File: src/swout_pkg.sv
`default_nettype none
package swout_pkg;
  localparam int unsigned CLK_HZ = 25000000;
  // delay timebase: 0.1 s per tick
  localparam int unsigned TICK_MS = 100;
  localparam int unsigned TICK_CYCLES = CLK_HZ / 1000 * TICK_MS;
  localparam int unsigned TICK_W = 22;
  localparam logic [TICK_W-1:0] TICK_LAST = TICK_W'(TICK_CYCLES - 1);
  // delay settings in ticks, 0..1000 (0.0 .. 100.0 s)
  localparam int unsigned DELAY_W = 10;
  localparam logic [DELAY_W-1:0] DELAY_MAX = 10'h3e8;
  localparam logic [DELAY_W-1:0] DELAY_RST = 10'h000;
  localparam int unsigned PV_W = 32;

  typedef enum logic [2:0] {
    FN_OFF, FN_ON, FN_DIAG, FN_LIMIT, FN_DIGITAL
  } func_t;

  typedef enum logic [1:0] {
    EV_ALARM, EV_ALARM_OR_WARN, EV_WARN
  } evclass_t;

  typedef enum logic [1:0] {
    SRC_NONE, SRC_AD1, SRC_AD2
  } dsrc_t;

  typedef enum logic [2:0] {
    PV_NONE, PV_LEVEL, PV_DISTANCE, PV_VOLTAGE, PV_TEMP, PV_ECHO_AMP
  } pvsel_t;

  typedef enum logic [1:0] {
    FAIL_ACTUAL, FAIL_OPEN, FAIL_CLOSED
  } failmode_t;
endpackage
`default_nettype wire

File: src/tick_divider.sv
`default_nettype none
module tick_divider (
  input wire logic CLOCK,
  input wire logic NRST,
  output logic tick
);
  import swout_pkg::*;
  logic [TICK_W-1:0] cnt_q, cnt_d;

  always_comb begin
    cnt_d = (cnt_q == TICK_LAST) ? '0 : cnt_q + 1'b1;
  end

  always_ff @(posedge CLOCK) begin
    if (!NRST) begin
      cnt_q <= '0;
    end else begin
      cnt_q <= cnt_d;
    end
  end

  assign tick = (cnt_q == TICK_LAST);
endmodule
`default_nettype wire

File: src/sync2.sv
`default_nettype none
module sync2 #(
  parameter int unsigned W = 1
) (
  input wire logic CLOCK,
  input wire logic NRST,
  input wire logic [W-1:0] d,
  output logic [W-1:0] q
);
  logic [W-1:0] s1_q, s2_q;
  // first stage feeds only the second stage
  always_ff @(posedge CLOCK) begin
    if (!NRST) begin
      s1_q <= '0;
      s2_q <= '0;
    end else begin
      s1_q <= d;
      s2_q <= s1_q;
    end
  end
  assign q = s2_q;
endmodule
`default_nettype wire

File: src/switch_output_controller.sv
// What this block does
// - function off keeps the output open always unless inverted, then closed
// - function on keeps the output closed always unless inverted, then open
// - off and on serve to simulate the output independent of process
// - diagnostic mode: closed, open only while selected event class present
// - event class: alarm only, alarm or warning, warning only
// - digital mode: output follows the selected digital block value
// - digital source: none, advanced diagnostic block 1 or 2
// - limit mode compares one selected process variable; none disables
// - on above off: close above on value, open below off value
// - on below off: close below on value, open above off value
// - limit mode waits a switch-on delay of 0 to 100 s
// - limit mode waits a separate switch-off delay of 0 to 100 s
// - in limit or digital mode an error keeps, opens or closes output
// - inversion swaps open and closed, otherwise output as computed
// - readback shows present open or closed state
`default_nettype none
module switch_output_controller (
  input wire logic CLOCK,
  input wire logic NRST,
  input wire swout_pkg::func_t FUNC_SEL,
  input wire swout_pkg::evclass_t EVENT_CLASS,
  input wire swout_pkg::dsrc_t DIGITAL_SRC,
  input wire swout_pkg::pvsel_t PV_SEL,
  input wire swout_pkg::failmode_t FAIL_MODE,
  input wire logic INVERT,
  input wire logic signed [swout_pkg::PV_W-1:0] ON_VALUE,
  input wire logic signed [swout_pkg::PV_W-1:0] OFF_VALUE,
  input wire logic [swout_pkg::DELAY_W-1:0] ON_DELAY,
  input wire logic [swout_pkg::DELAY_W-1:0] OFF_DELAY,
  input wire logic signed [swout_pkg::PV_W-1:0] PV_LEVEL_IN,
  input wire logic signed [swout_pkg::PV_W-1:0] PV_DISTANCE_IN,
  input wire logic signed [swout_pkg::PV_W-1:0] PV_VOLTAGE_IN,
  input wire logic signed [swout_pkg::PV_W-1:0] PV_TEMP_IN,
  input wire logic signed [swout_pkg::PV_W-1:0] PV_ECHO_AMP_IN,
  input wire logic ALARM_EVENT,
  input wire logic WARN_EVENT,
  input wire logic ERROR,
  input wire logic AD1_OUT,
  input wire logic AD2_OUT,
  output logic SWITCH_CLOSED,
  output logic SWITCH_STATUS
);
  import swout_pkg::*;

  logic tick;
  logic [2:0] ev_s;
  logic alarm_s, warn_s, error_s;
  logic [1:0] ad_s;
  logic ad1_s, ad2_s;

  tick_divider u_tick (
    .CLOCK(CLOCK),
    .NRST(NRST),
    .tick(tick)
  );

  // events and block outputs may come from elsewhere; synchronise them
  sync2 #(.W(5)) u_sync (
    .CLOCK(CLOCK),
    .NRST(NRST),
    .d({ALARM_EVENT, WARN_EVENT, ERROR, AD1_OUT, AD2_OUT}),
    .q({ev_s, ad_s})
  );
  assign alarm_s = ev_s[2];
  assign warn_s = ev_s[1];
  assign error_s = ev_s[0];
  assign ad1_s = ad_s[1];
  assign ad2_s = ad_s[0];

  // clamp a delay setting to its documented range
  function automatic logic [DELAY_W-1:0] clamp_delay(input logic [DELAY_W-1:0] v);
    return (v > DELAY_MAX) ? DELAY_MAX : v;
  endfunction

  // event presence for the chosen class
  logic diag_evt;
  always_comb begin
    case (EVENT_CLASS)
      EV_ALARM: diag_evt = alarm_s;
      EV_ALARM_OR_WARN: diag_evt = alarm_s | warn_s;
      EV_WARN: diag_evt = warn_s;
      default: diag_evt = 1'b0;
    endcase
  end

  logic dig_val;
  always_comb begin
    case (DIGITAL_SRC)
      SRC_AD1: dig_val = ad1_s;
      SRC_AD2: dig_val = ad2_s;
      default: dig_val = 1'b0;
    endcase
  end

  logic signed [PV_W-1:0] pv;
  logic pv_en;
  always_comb begin
    pv_en = 1'b1;
    case (PV_SEL)
      PV_LEVEL: pv = PV_LEVEL_IN;
      PV_DISTANCE: pv = PV_DISTANCE_IN;
      PV_VOLTAGE: pv = PV_VOLTAGE_IN;
      PV_TEMP: pv = PV_TEMP_IN;
      PV_ECHO_AMP: pv = PV_ECHO_AMP_IN;
      default: begin
        pv = '0;
        pv_en = 1'b0;
      end
    endcase
  end

  // hysteresis: want_on/want_off are the raw threshold conditions
  logic want_on, want_off;
  always_comb begin
    if (ON_VALUE > OFF_VALUE) begin
      want_on = pv > ON_VALUE;
      want_off = pv < OFF_VALUE;
    end else begin
      want_on = pv < ON_VALUE;
      want_off = pv > OFF_VALUE;
    end
  end

  // limit state with delays; holds between thresholds
  // the tick runs free, so a delay may end up to one tick early
  logic lim_q, lim_d;
  logic [DELAY_W-1:0] dly_q, dly_d;
  logic limit_active;
  assign limit_active = (FUNC_SEL == FN_LIMIT) && pv_en;

  always_comb begin
    lim_d = lim_q;
    dly_d = dly_q;
    if (!limit_active) begin
      // leaving limit mode drops any pending delay
      dly_d = '0;
    end else if (!lim_q && want_on) begin
      if (dly_q >= clamp_delay(ON_DELAY)) begin
        lim_d = 1'b1;
        dly_d = '0;
      end else if (tick) begin
        dly_d = dly_q + 1'b1;
      end
    end else if (lim_q && want_off) begin
      if (dly_q >= clamp_delay(OFF_DELAY)) begin
        lim_d = 1'b0;
        dly_d = '0;
      end else if (tick) begin
        dly_d = dly_q + 1'b1;
      end
    end else begin
      dly_d = '0;
    end
  end

  always_ff @(posedge CLOCK) begin
    if (!NRST) begin
      lim_q <= 1'b0;
      dly_q <= DELAY_RST;
    end else begin
      lim_q <= lim_d;
      dly_q <= dly_d;
    end
  end

  // mode select and error override, then inversion last
  logic comp, ovr, out_d, out_q;
  always_comb begin
    case (FUNC_SEL)
      FN_OFF: comp = 1'b0;
      FN_ON: comp = 1'b1;
      FN_DIAG: comp = !diag_evt;
      FN_LIMIT: comp = pv_en && lim_q;
      FN_DIGITAL: comp = dig_val;
      default: comp = 1'b0;
    endcase
    ovr = comp;
    if (error_s && (FUNC_SEL == FN_LIMIT || FUNC_SEL == FN_DIGITAL)) begin
      case (FAIL_MODE)
        FAIL_OPEN: ovr = 1'b0;
        FAIL_CLOSED: ovr = 1'b1;
        default: ovr = comp;
      endcase
    end
    out_d = ovr ^ INVERT;
  end

  always_ff @(posedge CLOCK) begin
    if (!NRST) begin
      out_q <= 1'b0;
    end else begin
      out_q <= out_d;
    end
  end

  assign SWITCH_CLOSED = out_q;
  assign SWITCH_STATUS = out_q;

  // helper terms for the limit checks only
  logic on_due, off_due;
  assign on_due = dly_q >= clamp_delay(ON_DELAY);
  assign off_due = dly_q >= clamp_delay(OFF_DELAY);
endmodule
`default_nettype wire

File: config.mk
export PLATFORM = sky130hd
export DESIGN_NAME = switch_output_controller
export DESIGN_NICKNAME = d
export VERILOG_FILES = /design/src/swout_pkg.sv /design/src/tick_divider.sv /design/src/sync2.sv /design/src/switch_output_controller.sv
export SDC_FILE = /design/constraint.sdc
export NUM_CORES = 1
export LEC_CHECK = 0
export ABC_AREA = 1
export BUFFER_PORTS_ARGS = -buffer_cell sky130_fd_sc_hd__buf_2
export CAP_MARGIN = 30
export CORE_MARGIN = 2
export CORE_UTILIZATION = 36
export CTS_CLUSTER_SIZE = 24
export DETAILED_ROUTE_END_ITERATION = 8
export GPL_ROUTABILITY_DRIVEN = 0
export PLACE_DENSITY_LB_ADDON = 0.25
export SLEW_MARGIN = 20
export SYNTH_ARGS = -nofsm -noshare
export SYNTH_HDL_FRONTEND = slang
export SYNTH_HIERARCHICAL = 1
export SYNTH_SLANG_ARGS = --single-unit
File: constraint.sdc
create_clock -name CLOCK -period 3.65 [get_ports CLOCK]
set_input_delay 0.5475 -clock CLOCK [delete_from_list [all_inputs] [get_ports CLOCK]]
set_output_delay 0.5475 -clock CLOCK [all_outputs]
set_load 0.02 [all_outputs]
Yosys cells after proc, flatten, opt, wreduce, memory -nomap -nowiden
Index checks and enable logic that the tools add are counted.

operators by class
  $add $sub $neg = 2
  order comparisons = 9
  equality and inequality tests = 17
  muxes and demuxes = 20
  bitwise gates (word level) = 3
  reduce and logical (&&, ||, !) cells = 15

operators with widths
  cell                   number
  $pmux 32 s5            1
  $gt 32x32->1           3
  $mux 10                7
  $lt 32x32->1           2
  $add 22x1->22 const B  1
  $eq 22x22->1 const B   1
  $ge 10x10->1           2
  $gt 10x10->1 const B   2
  $eq 3x2->1 const B     4
  $add 10x1->10 const B  1
  $eq 3x3->1 const B     3
  $mux 1                 8
  $eq 2x1->1 const B     3
  $eq 2x2->1 const B     3
  $eq 3x1->1 const B     2
  $logic_and 1x1->1      5
  $reduce_or 5->1        1
  $pmux 1 s2             2
  $pmux 1 s4             1
  $reduce_and 4->1       1
  $reduce_bool 2->1      2
  $pmux 1 s3             1
  $logic_not 1->1        2
  $logic_not 2->1        1
  other kinds (7)        7

storage, ports and cells
  register bits after elaboration = 44
  output and inout bits = 2
  word-level logic and storage cells = 72

Longest topological paths before layout
Gate-level depths: netlist of the first run.

  word-level depth = 8
  mapped depth = 28

Cells and area by module
Netlist of the first run, hierarchy kept.

by module, submodules not included
  module                    times used  cells an instance  area an instance (um^2)  sequential area each (um^2)
  switch_output_controller  1           823                4931.0                   240.2
  tick_divider              1           174                1191.1                   440.4
  sync2                     1           31                 286.5                    200.2

Worst setup path after synthesis of the first run
OpenSTA, ideal clock, no wires.

  path type = input to register
  from = input port PV_SEL[1]
  to = register dly_q[8]
  data arrival time = 3.151 ns
  slack = 0.433 ns
  stages on the path = 21
  path through = inv_1 or2_1 nor2_1 clkbuf_1 nand2_1 o21ai_0 a221oi_1 o21ai_0 ha_1 a21oi_1 o21a_1 nand2_1 a21oi_1 nand2_1 nand2_1 nand2_1 nand3_1 nand3_4 o21ai_4 nand2_4 a21oi_2

between the ends
  word-level cells in the longest chain between the ends = 7
  elaborated cells between the ends (all ways) = 20
  those cells by class = order compare (4); eq/ne (5); mux (6); reduce/logical (5)

ends and longest elaborated chain
  what                                          line                                                              source
  start: declaration                            switch_output_controller.sv:24                                    input wire swout_pkg::pvsel_t PV_SEL,
  $eq 3x3->1 (tied with other cells)            switch_output_controller.sv:100                                   case (PV_SEL)
  $pmux 32 s5                                   switch_output_controller.sv:100
  $gt 32x32->1 or $lt 32x32->1 (tied branches)  switch_output_controller.sv:121, switch_output_controller.sv:118
  $mux 1                                        switch_output_controller.sv:116                                   if (ON_VALUE > OFF_VALUE) begin
  $logic_and 1x1->1                             switch_output_controller.sv:145                                   end else if (lim_q && want_off) begin
  $mux 10                                       switch_output_controller.sv:145
  $mux 10                                       switch_output_controller.sv:138                                   end else if (!lim_q && want_on) begin
  end signal: assignment                        switch_output_controller.sv:163                                   dly_q <= dly_d;
  end: declaration                              switch_output_controller.sv:128                                   logic [DELAY_W-1:0] dly_q, dly_d;

Parallel ways exist; a longest one is shown, timed or not.
A chain may end at the register's enable or synchronous reset.

Worst setup path in the final report of the first run
  from = input port PV_SEL[1]
  to = register lim_q

between the ends
  word-level cells in the longest chain between the ends = 7
  elaborated cells between the ends (all ways) = 22
  those cells by class = order compare (4); eq/ne (6); mux (5); reduce/logical (7)

ends and longest elaborated chain
  what                                                       line                                                              source
  $eq 3x3->1 (tied with other cells)                         switch_output_controller.sv:100
  $pmux 32 s5                                                switch_output_controller.sv:100
  $lt 32x32->1 (tied with other cells)                       switch_output_controller.sv:120                                   want_on = pv < ON_VALUE;
  $mux 1                                                     switch_output_controller.sv:116
  $logic_and 1x1->1 (on tied branches)                       switch_output_controller.sv:138, switch_output_controller.sv:145
  $ne 2x2->1 (no line) or $reduce_bool 2->1 (tied branches)  -
  $reduce_and 4->1 (no line)                                 -
  end signal: assignment                                     switch_output_controller.sv:162                                   lim_q <= lim_d;
  end: declaration                                           switch_output_controller.sv:127                                   logic lim_q, lim_d;

Parallel ways exist; a longest one is shown, timed or not.

==> flow_summary_export.csv, run 1 <==
group,metric,value,unit
status,outcome,"finished clean",
detailed_routing,postRouteAntennaNets,0,
clock_network,htree_levels,2,
pwr,finalPower,1738,uW
logic_synthesis,yosys_warnings,6,
detailed_routing,firstDrtPassIters,5,
critical_path,path_depth,25,
detailed_routing,post-route-drc-count,0,
timing,fin_setup_tns,0,ns
floorplan,rows,48,
finish,area_growth,29.79,%
timing,final.min_clock_period,3.288,ns
clock_network,cts_made_buffers,5,
timing,worst-slew-pin-transition,0.5145,ns
global_routing,grt_max_degree,32,
timing,fmax,304.1,MHz
clock_network,clkTransAtPathRegs,0.06,ns
timing,setup_violations,0,
pwr,ir_worst_vdd,0.1583,mV
finish,layout-drive-gt1-share,0.2565,
logic_synthesis,ys_ff_latch,44,
finish,seqCellArea,880.8,sq um
critical_path,startpoint,"PV_SEL[1]",
timing,fin_skew,0.004574,ns
finish,final.fill_count,1791,
clock_network,cts_hold_buf,0,
global_routing,gr-total-overflow,0,
critical_path,r2r_cells,13,
logic_synthesis,synth-main-ff-cell,"dfxtp_1",
placement,dpl.hpwl,17680,microns
detailed_routing,via_per_inst,4.901,
critical_path,critPathTopFamily,"simple AND/OR/NAND/NOR gates",
critical_path,max_stage_delay,0.31,ns
pwr,p_per_area,209.0,mW/mm^2
logic_synthesis,syn_inst,1028,
clock_network,clock-sinks,44,
critical_path,r2r-start,"u_tick/cnt_q[0]",
timing,hold_viol_final,0,
critical_path,start_kind,"primary input",
global_routing,grt_pass1_vias,7072,
floorplan,io_pins,266,
global_routing,antenna_found_initial,2,
logic_synthesis,yosys.cell_types.count,51,
clock_network,cts-root-buf,"clkbuf_16",
critical_path,r2r_setup_slack,0.93,ns
timing,fin_ws,0.3620,ns
critical_path,r2r-end,"dly_q[8]",
floorplan,start_util,0.3692,
pwr,p_leak,0.004684,uW
critical_path,required,3.83,ns
critical_path,critical_path_arrival,3.47,ns
critical_path,crit_type,"in2reg",
placement,port_buffers,265,
timing,grt_setup_unrepaired,"false",
logic_synthesis,syn_area,0.006409,sq mm
timing,fin_crit_sh,0.9008,
finish,final_common_cell,"nand2_1",
job,cap_violations,0,
finish,nets,1682,
logic_synthesis,ys_seq_area_frac,0.1374,
timing,fin_hold_ws,0.4111,ns
floorplan,die-area,0.01889,sq mm
logic_synthesis,synth_edf_count,0,
logic_synthesis,syn_area_per_cell,6.234,sq um
floorplan,die_y,137.4,microns
clock_network,worstSkewPairLatency,0.29,ns
min_path,hold_class,"reg2reg",
timing,slew_viol_final,0,
placement,preCtsSetupSlack,-0.1311,ns
floorplan,die_w,137.4,microns
finish,final_core_util,0.4792,
clock_network,tritoncts,"built",
global_routing,gr-usage-all-layers,0.2146,
global_routing,grt_pass1_wl,32640,microns
detailed_routing,wl_per_cell,13.36,microns
critical_path,cp-end-kind,"flop",
critical_path,cp_slowest_cell,"a221o_1",
finish,multi_input_area,0.004871,sq mm
critical_path,setup.worst_path.end,"lim_q",
clock_network,clockBufferDepth,2,
logic_synthesis,postSynth.asyncResetShare,0,
critical_path,critPathMaxFanout,22,
finish,layout_common_cells,"301 x nand2_1, 265 x buf_2, 157 x inv_1",
detailed_routing,drt_wl_total,20370,microns
floorplan,coreArea,0.01736,sq mm
logic_synthesis,synth_nets,1413,
timing,maxSlewHeadroom,0.6566,
critical_path,cp.buffers_inverters,4,
critical_path,crit_top_cell,"nand2_1",
detailed_routing,num_vias,7469,
detailed_routing,drt-initial-drc-count,444,
state kept, by name, summed over array words and instances, names as in the netlist:
| name | flops |
|---|---|
| u_sync/q | 5 |
| u_tick/cnt_q | 22 |
| u_sync/s1_q | 5 |
| SWITCH_CLOSED | 1 |
| lim_q | 1 |
| dly_q | 10 |
repair_timing:
item	4_1_cts	5_1_grt
setup endpoints to repair	0	9
hold endpoints to repair	0	0
buffers inserted	0	1
resized for setup	0	4
worst register-to-register path: cells and delay by family (launching register included):
kind | cells | cell delay [ns]
DFF | 1 | 0.36
buffers and inverters | 1 | 0.11
AOI/OAI and AO/OA | 1 | 0.10
and+or+nand+nor | 10 | 1.86
adders and majority gates | 1 | 0.23
through the flow:
step                      area (sq um)  std cells
final                             8318       1524
after global routing              8318       1524
after CTS                         8290       1522
after detailed placement          8118       1514
after global placement            8118       1514
after floorplan                   6409       1028
power breakdown:
group | internal [uW] | switching (uW) | total (uW) | leakage (uW)
Combinational | 330 | 397 | 727 | 0.00424
Sequential | 489 | 3.79 | 493 | 0.000357
Clock | 325 | 194 | 519 | 0.0000840
Total | 1140 | 595 | 1740 | 0.00468
cells in the mapped netlist (3+ instances only):
library cell,instances,area share
nand2_1,301,0.18
a221o_1,17,0.027
inv_1,157,0.092
clkbuf_1,13,0.0076
ha_1,121,0.24
xor2_1,6,0.0082
nand2_2,6,0.0059
xnor2_1,5,0.0068
nor2_2,10,0.0098
nor2_1,89,0.052
nand4_1,22,0.021
o21ai_0,20,0.016
o211ai_1,3,0.0035
dfxtp_1,44,0.14
nand3_2,3,0.0047
a21oi_1,76,0.059
o21a_1,6,0.0070
or2_2,4,0.0039
nor3_1,6,0.0047
nand3_1,69,0.054
a31oi_1,4,0.0039
logic make-up after synthesis:
kind of cell / Yosys count / share of synthesized area
simple gates: 530 / 0.3633
buf+inv: 178 / 0.1078
xor+xnor: 11 / 0.01503
mux: 1 / 0.001562
flops: 44 / 0.1374
compound gates: 143 / 0.1386
fa+ha+maj: 121 / 0.2362
metal layers:
metal  up-vias  routed length [microns]  GRT usage
met1      3263                     9526     0.2781
met5         -                       13          0
met2       237                     9207     0.3682
met4         2                      482    0.05326
met3        47                     1138    0.03716
li1       3920                        -          -
cell type report:
| class | count | share of cell area |
|---|---|---|
| clock inverters | 3 | 0.005716 |
| inverters | 158 | 0.07130 |
| flip-flops and latches | 44 | 0.1059 |
| multi-input cells | 806 | 0.5856 |
| repair buffers | 282 | 0.1823 |
| clock buffers | 5 | 0.01504 |
| well taps | 225 | 0.03384 |
| diodes | 1 | 0.0003008 |
how the worst min path moves through the flow:
stage,endpoint,from,cells past startpoint
global placement,u_sync/q[3],u_sync/s1_q[3],2
detailed placement,u_sync/q[1],u_sync/s1_q[1],2
floorplan,u_sync/q[0],u_sync/s1_q[0],2
CTS,u_sync/q[1],u_sync/s1_q[1],2
global route,u_sync/s1_q[1],AD1_OUT,3
finish,u_sync/q[1],u_sync/s1_q[1],2
(Power assumes the default switching activity.)
==> run 2, diff against run 1 <==
MAX_ROUTING_LAYER = met4   (was default)
clock period = 3.5 ns   (was 3.65 ns; I/O delays follow)
==> run 2 against run 1 <==
Against the previous run: hold slack hardly changed; register-to-register slack got worse by 0.12 ns; first-iteration DRC count decreased by 24%; power increased by 5.5%; clock skew is 0.00053 ns higher; non-clock buffer count up 14; final cell count is 0.98% higher; sequential power is 4.3% higher; final area rose by 1.2%; clock power increased by 4.8%; highest routed layer is now met4.
==> flow_summary_export.csv, run 2 (same netlist as run 1, synthesis figures left out) <==
group,metric,value,unit
detailed_routing,drt-initial-drc-count,338,
critical_path,cp-end-kind,"flop",
global_routing,grt_use_met2,0.3917,
global_routing,use_met1,0.2742,
finish,nets,1696,
global_routing,gr-total-overflow,0,
global_routing,grt_pass1_vias,7207,
timing,fin_setup_tns,0,ns
timing,final.min_clock_period,3.224,ns
finish,largest_reg_flops,22,
timing,worst-slew-pin-transition,0.4818,ns
placement,dpl.hpwl,18230,microns
global_routing,grt_pass1_wl,32880,microns
critical_path,crit_type,"in2reg",
timing,fin_skew,0.005101,ns
timing,fin_ws,0.2759,ns
finish,reg_top3,"u_tick/cnt_q: 22 flops, dly_q: 10 flops",
min_path,hold_class,"reg2reg",
global_routing,antenna_found_initial,2,
timing,slew_viol_final,0,
clock_network,clkTransAtPathRegs,0.07,ns
detailed_routing,firstDrtPassIters,5,
floorplan,die_y,137.4,microns
timing,fin_crit_sh,0.9212,
finish,regMostFlops,"u_tick/cnt_q",
floorplan,die-area,0.01889,sq mm
clock_network,cts-root-buf,"clkbuf_16",
floorplan,rows,48,
global_routing,grtUsageMet3,0.02870,
finish,final.fill_count,1828,
detailed_routing,wl_per_cell,13.48,microns
finish,final_core_util,0.4852,
floorplan,io_pins,266,
floorplan,coreArea,0.01736,sq mm
finish,multi_input_area,0.004887,sq mm
global_routing,grt.busiest_layer,"met2",
floorplan,start_util,0.3692,
finish,fin_cells,1539,
floorplan,die_w,137.4,microns
timing,setup_violations,0,
critical_path,critPathMaxFanout,18,
finish,final_common_cell,"nand2_1",
clock_network,worstSkewPairLatency,0.29,ns
global_routing,gr-usage-all-layers,0.2224,
detailed_routing,drt_wl_total,20750,microns
global_routing,grt_max_degree,32,
placement,preCtsSetupSlack,-0.05341,ns
detailed_routing,via_per_inst,4.862,
job,cap_violations,0,
finish,area_growth,31.41,%
critical_path,r2r-start,"u_tick/cnt_q[0]",
pwr,p_leak,0.004746,uW
critical_path,required,3.72,ns
placement,dp.cells,1528,
critical_path,critical_path_arrival,3.45,ns
clock_network,clockBufferDepth,2,
timing,fmax,310.2,MHz
finish,layout-drive-gt1-share,0.2691,
min_path,worstHoldStart,"u_sync/s1_q[2]",
finish,layout_common_cells,"298 x nand2_1, 265 x buf_2, 156 x inv_1",
detailed_routing,num_vias,7482,
pwr,p_per_area,217.8,mW/mm^2
clock_network,htree_levels,2,
detailed_routing,post-route-drc-count,0,
clock_network,tritoncts,"built",
detailed_routing,postRouteAntennaNets,0,
pwr,ir_worst_vdd,0.1621,mV
timing,maxSlewHeadroom,0.6763,
critical_path,start_kind,"primary input",
timing,hold_viol_final,0,
clock_network,cts_made_buffers,5,
placement,port_buffers,265,
clock_network,cts_hold_buf,0,
critical_path,startpoint,"PV_SEL[2]",
clock_network,clock-sinks,44,
status,outcome,"finished clean",
finish,seqCellArea,880.8,sq um
## run 2: cell count changes in the layout (fill, tap and decap cells not counted), sizes merged
cell	before	now
buf	282	296
clkinv	2	0
clkinvlp	0	2
diode	1	2
## run 2: final cells by class
class | count | share of cell area
multi-input combinational | 806 | 0.5803
timing repair buffer | 296 | 0.1899
sequential | 44 | 0.1046
inverter | 158 | 0.07087
tap | 225 | 0.03343
clock buffer | 5 | 0.01486
clock inverter | 3 | 0.005497
antenna | 2 | 0.0005943
## run 2: through the flow
step	area [sq um]	hold WS [ns]	total power, uW
2_1_floorplan	6409	0.3905	970.3
3_3_place_gp	8185	0.3918	1272
3_5_place_dp	8185	0.3960	1286
4_1_cts	8357	0.4122	1832
5_1_grt	8422	0.4122	1988
6_report	8422	0.4111	1834
## run 2: power breakdown
part | switching (uW) | internal [uW]
registers | 4.11 | 510
logic | 422 | 354
clock network | 205 | 339
## run 2: critical path: stages
cell	delay [ns]
buf_2	0.11
buf_4	0.15
nor3_4	0.26
buf_6	0.23
buf_4	0.16
nand2_1	0.06
nand2_1	0.08
a21oi_1	0.04
nand3_1	0.12
ha_1	0.26
a21oi_1	0.15
o21ai_0	0.12
nand2_1	0.08
nand2_1	0.06
a21oi_1	0.19
nand2_1	0.10
nand2_1	0.06
nand3_1	0.08
nand2_2	0.10
nand3_4	0.09
o21ai_4	0.17
nand2_4	0.12
a21oi_2	0.11
## run 2: final timing paths
check                endpoint  slack [ns]  cells after the start
hold / removal    u_sync/q[2]        0.41                      2
hold reg to reg   u_sync/q[2]        0.41                      2
setup / recovery     dly_q[8]        0.28                     23
setup reg to reg     dly_q[8]        0.81                     13
## run 2: timing repair
action / CTS / global route
gates resized for setup: 0 / 15
endpoints found under the setup margin: 0 / 11
setup buffers: 0 / 1
## run 2: layer usage
metal,share of wire,vias up
met1,0.46,3317
li1,-,3959
met2,0.47,183
met3,0.052,23
met5,0,-
met4,0.013,0
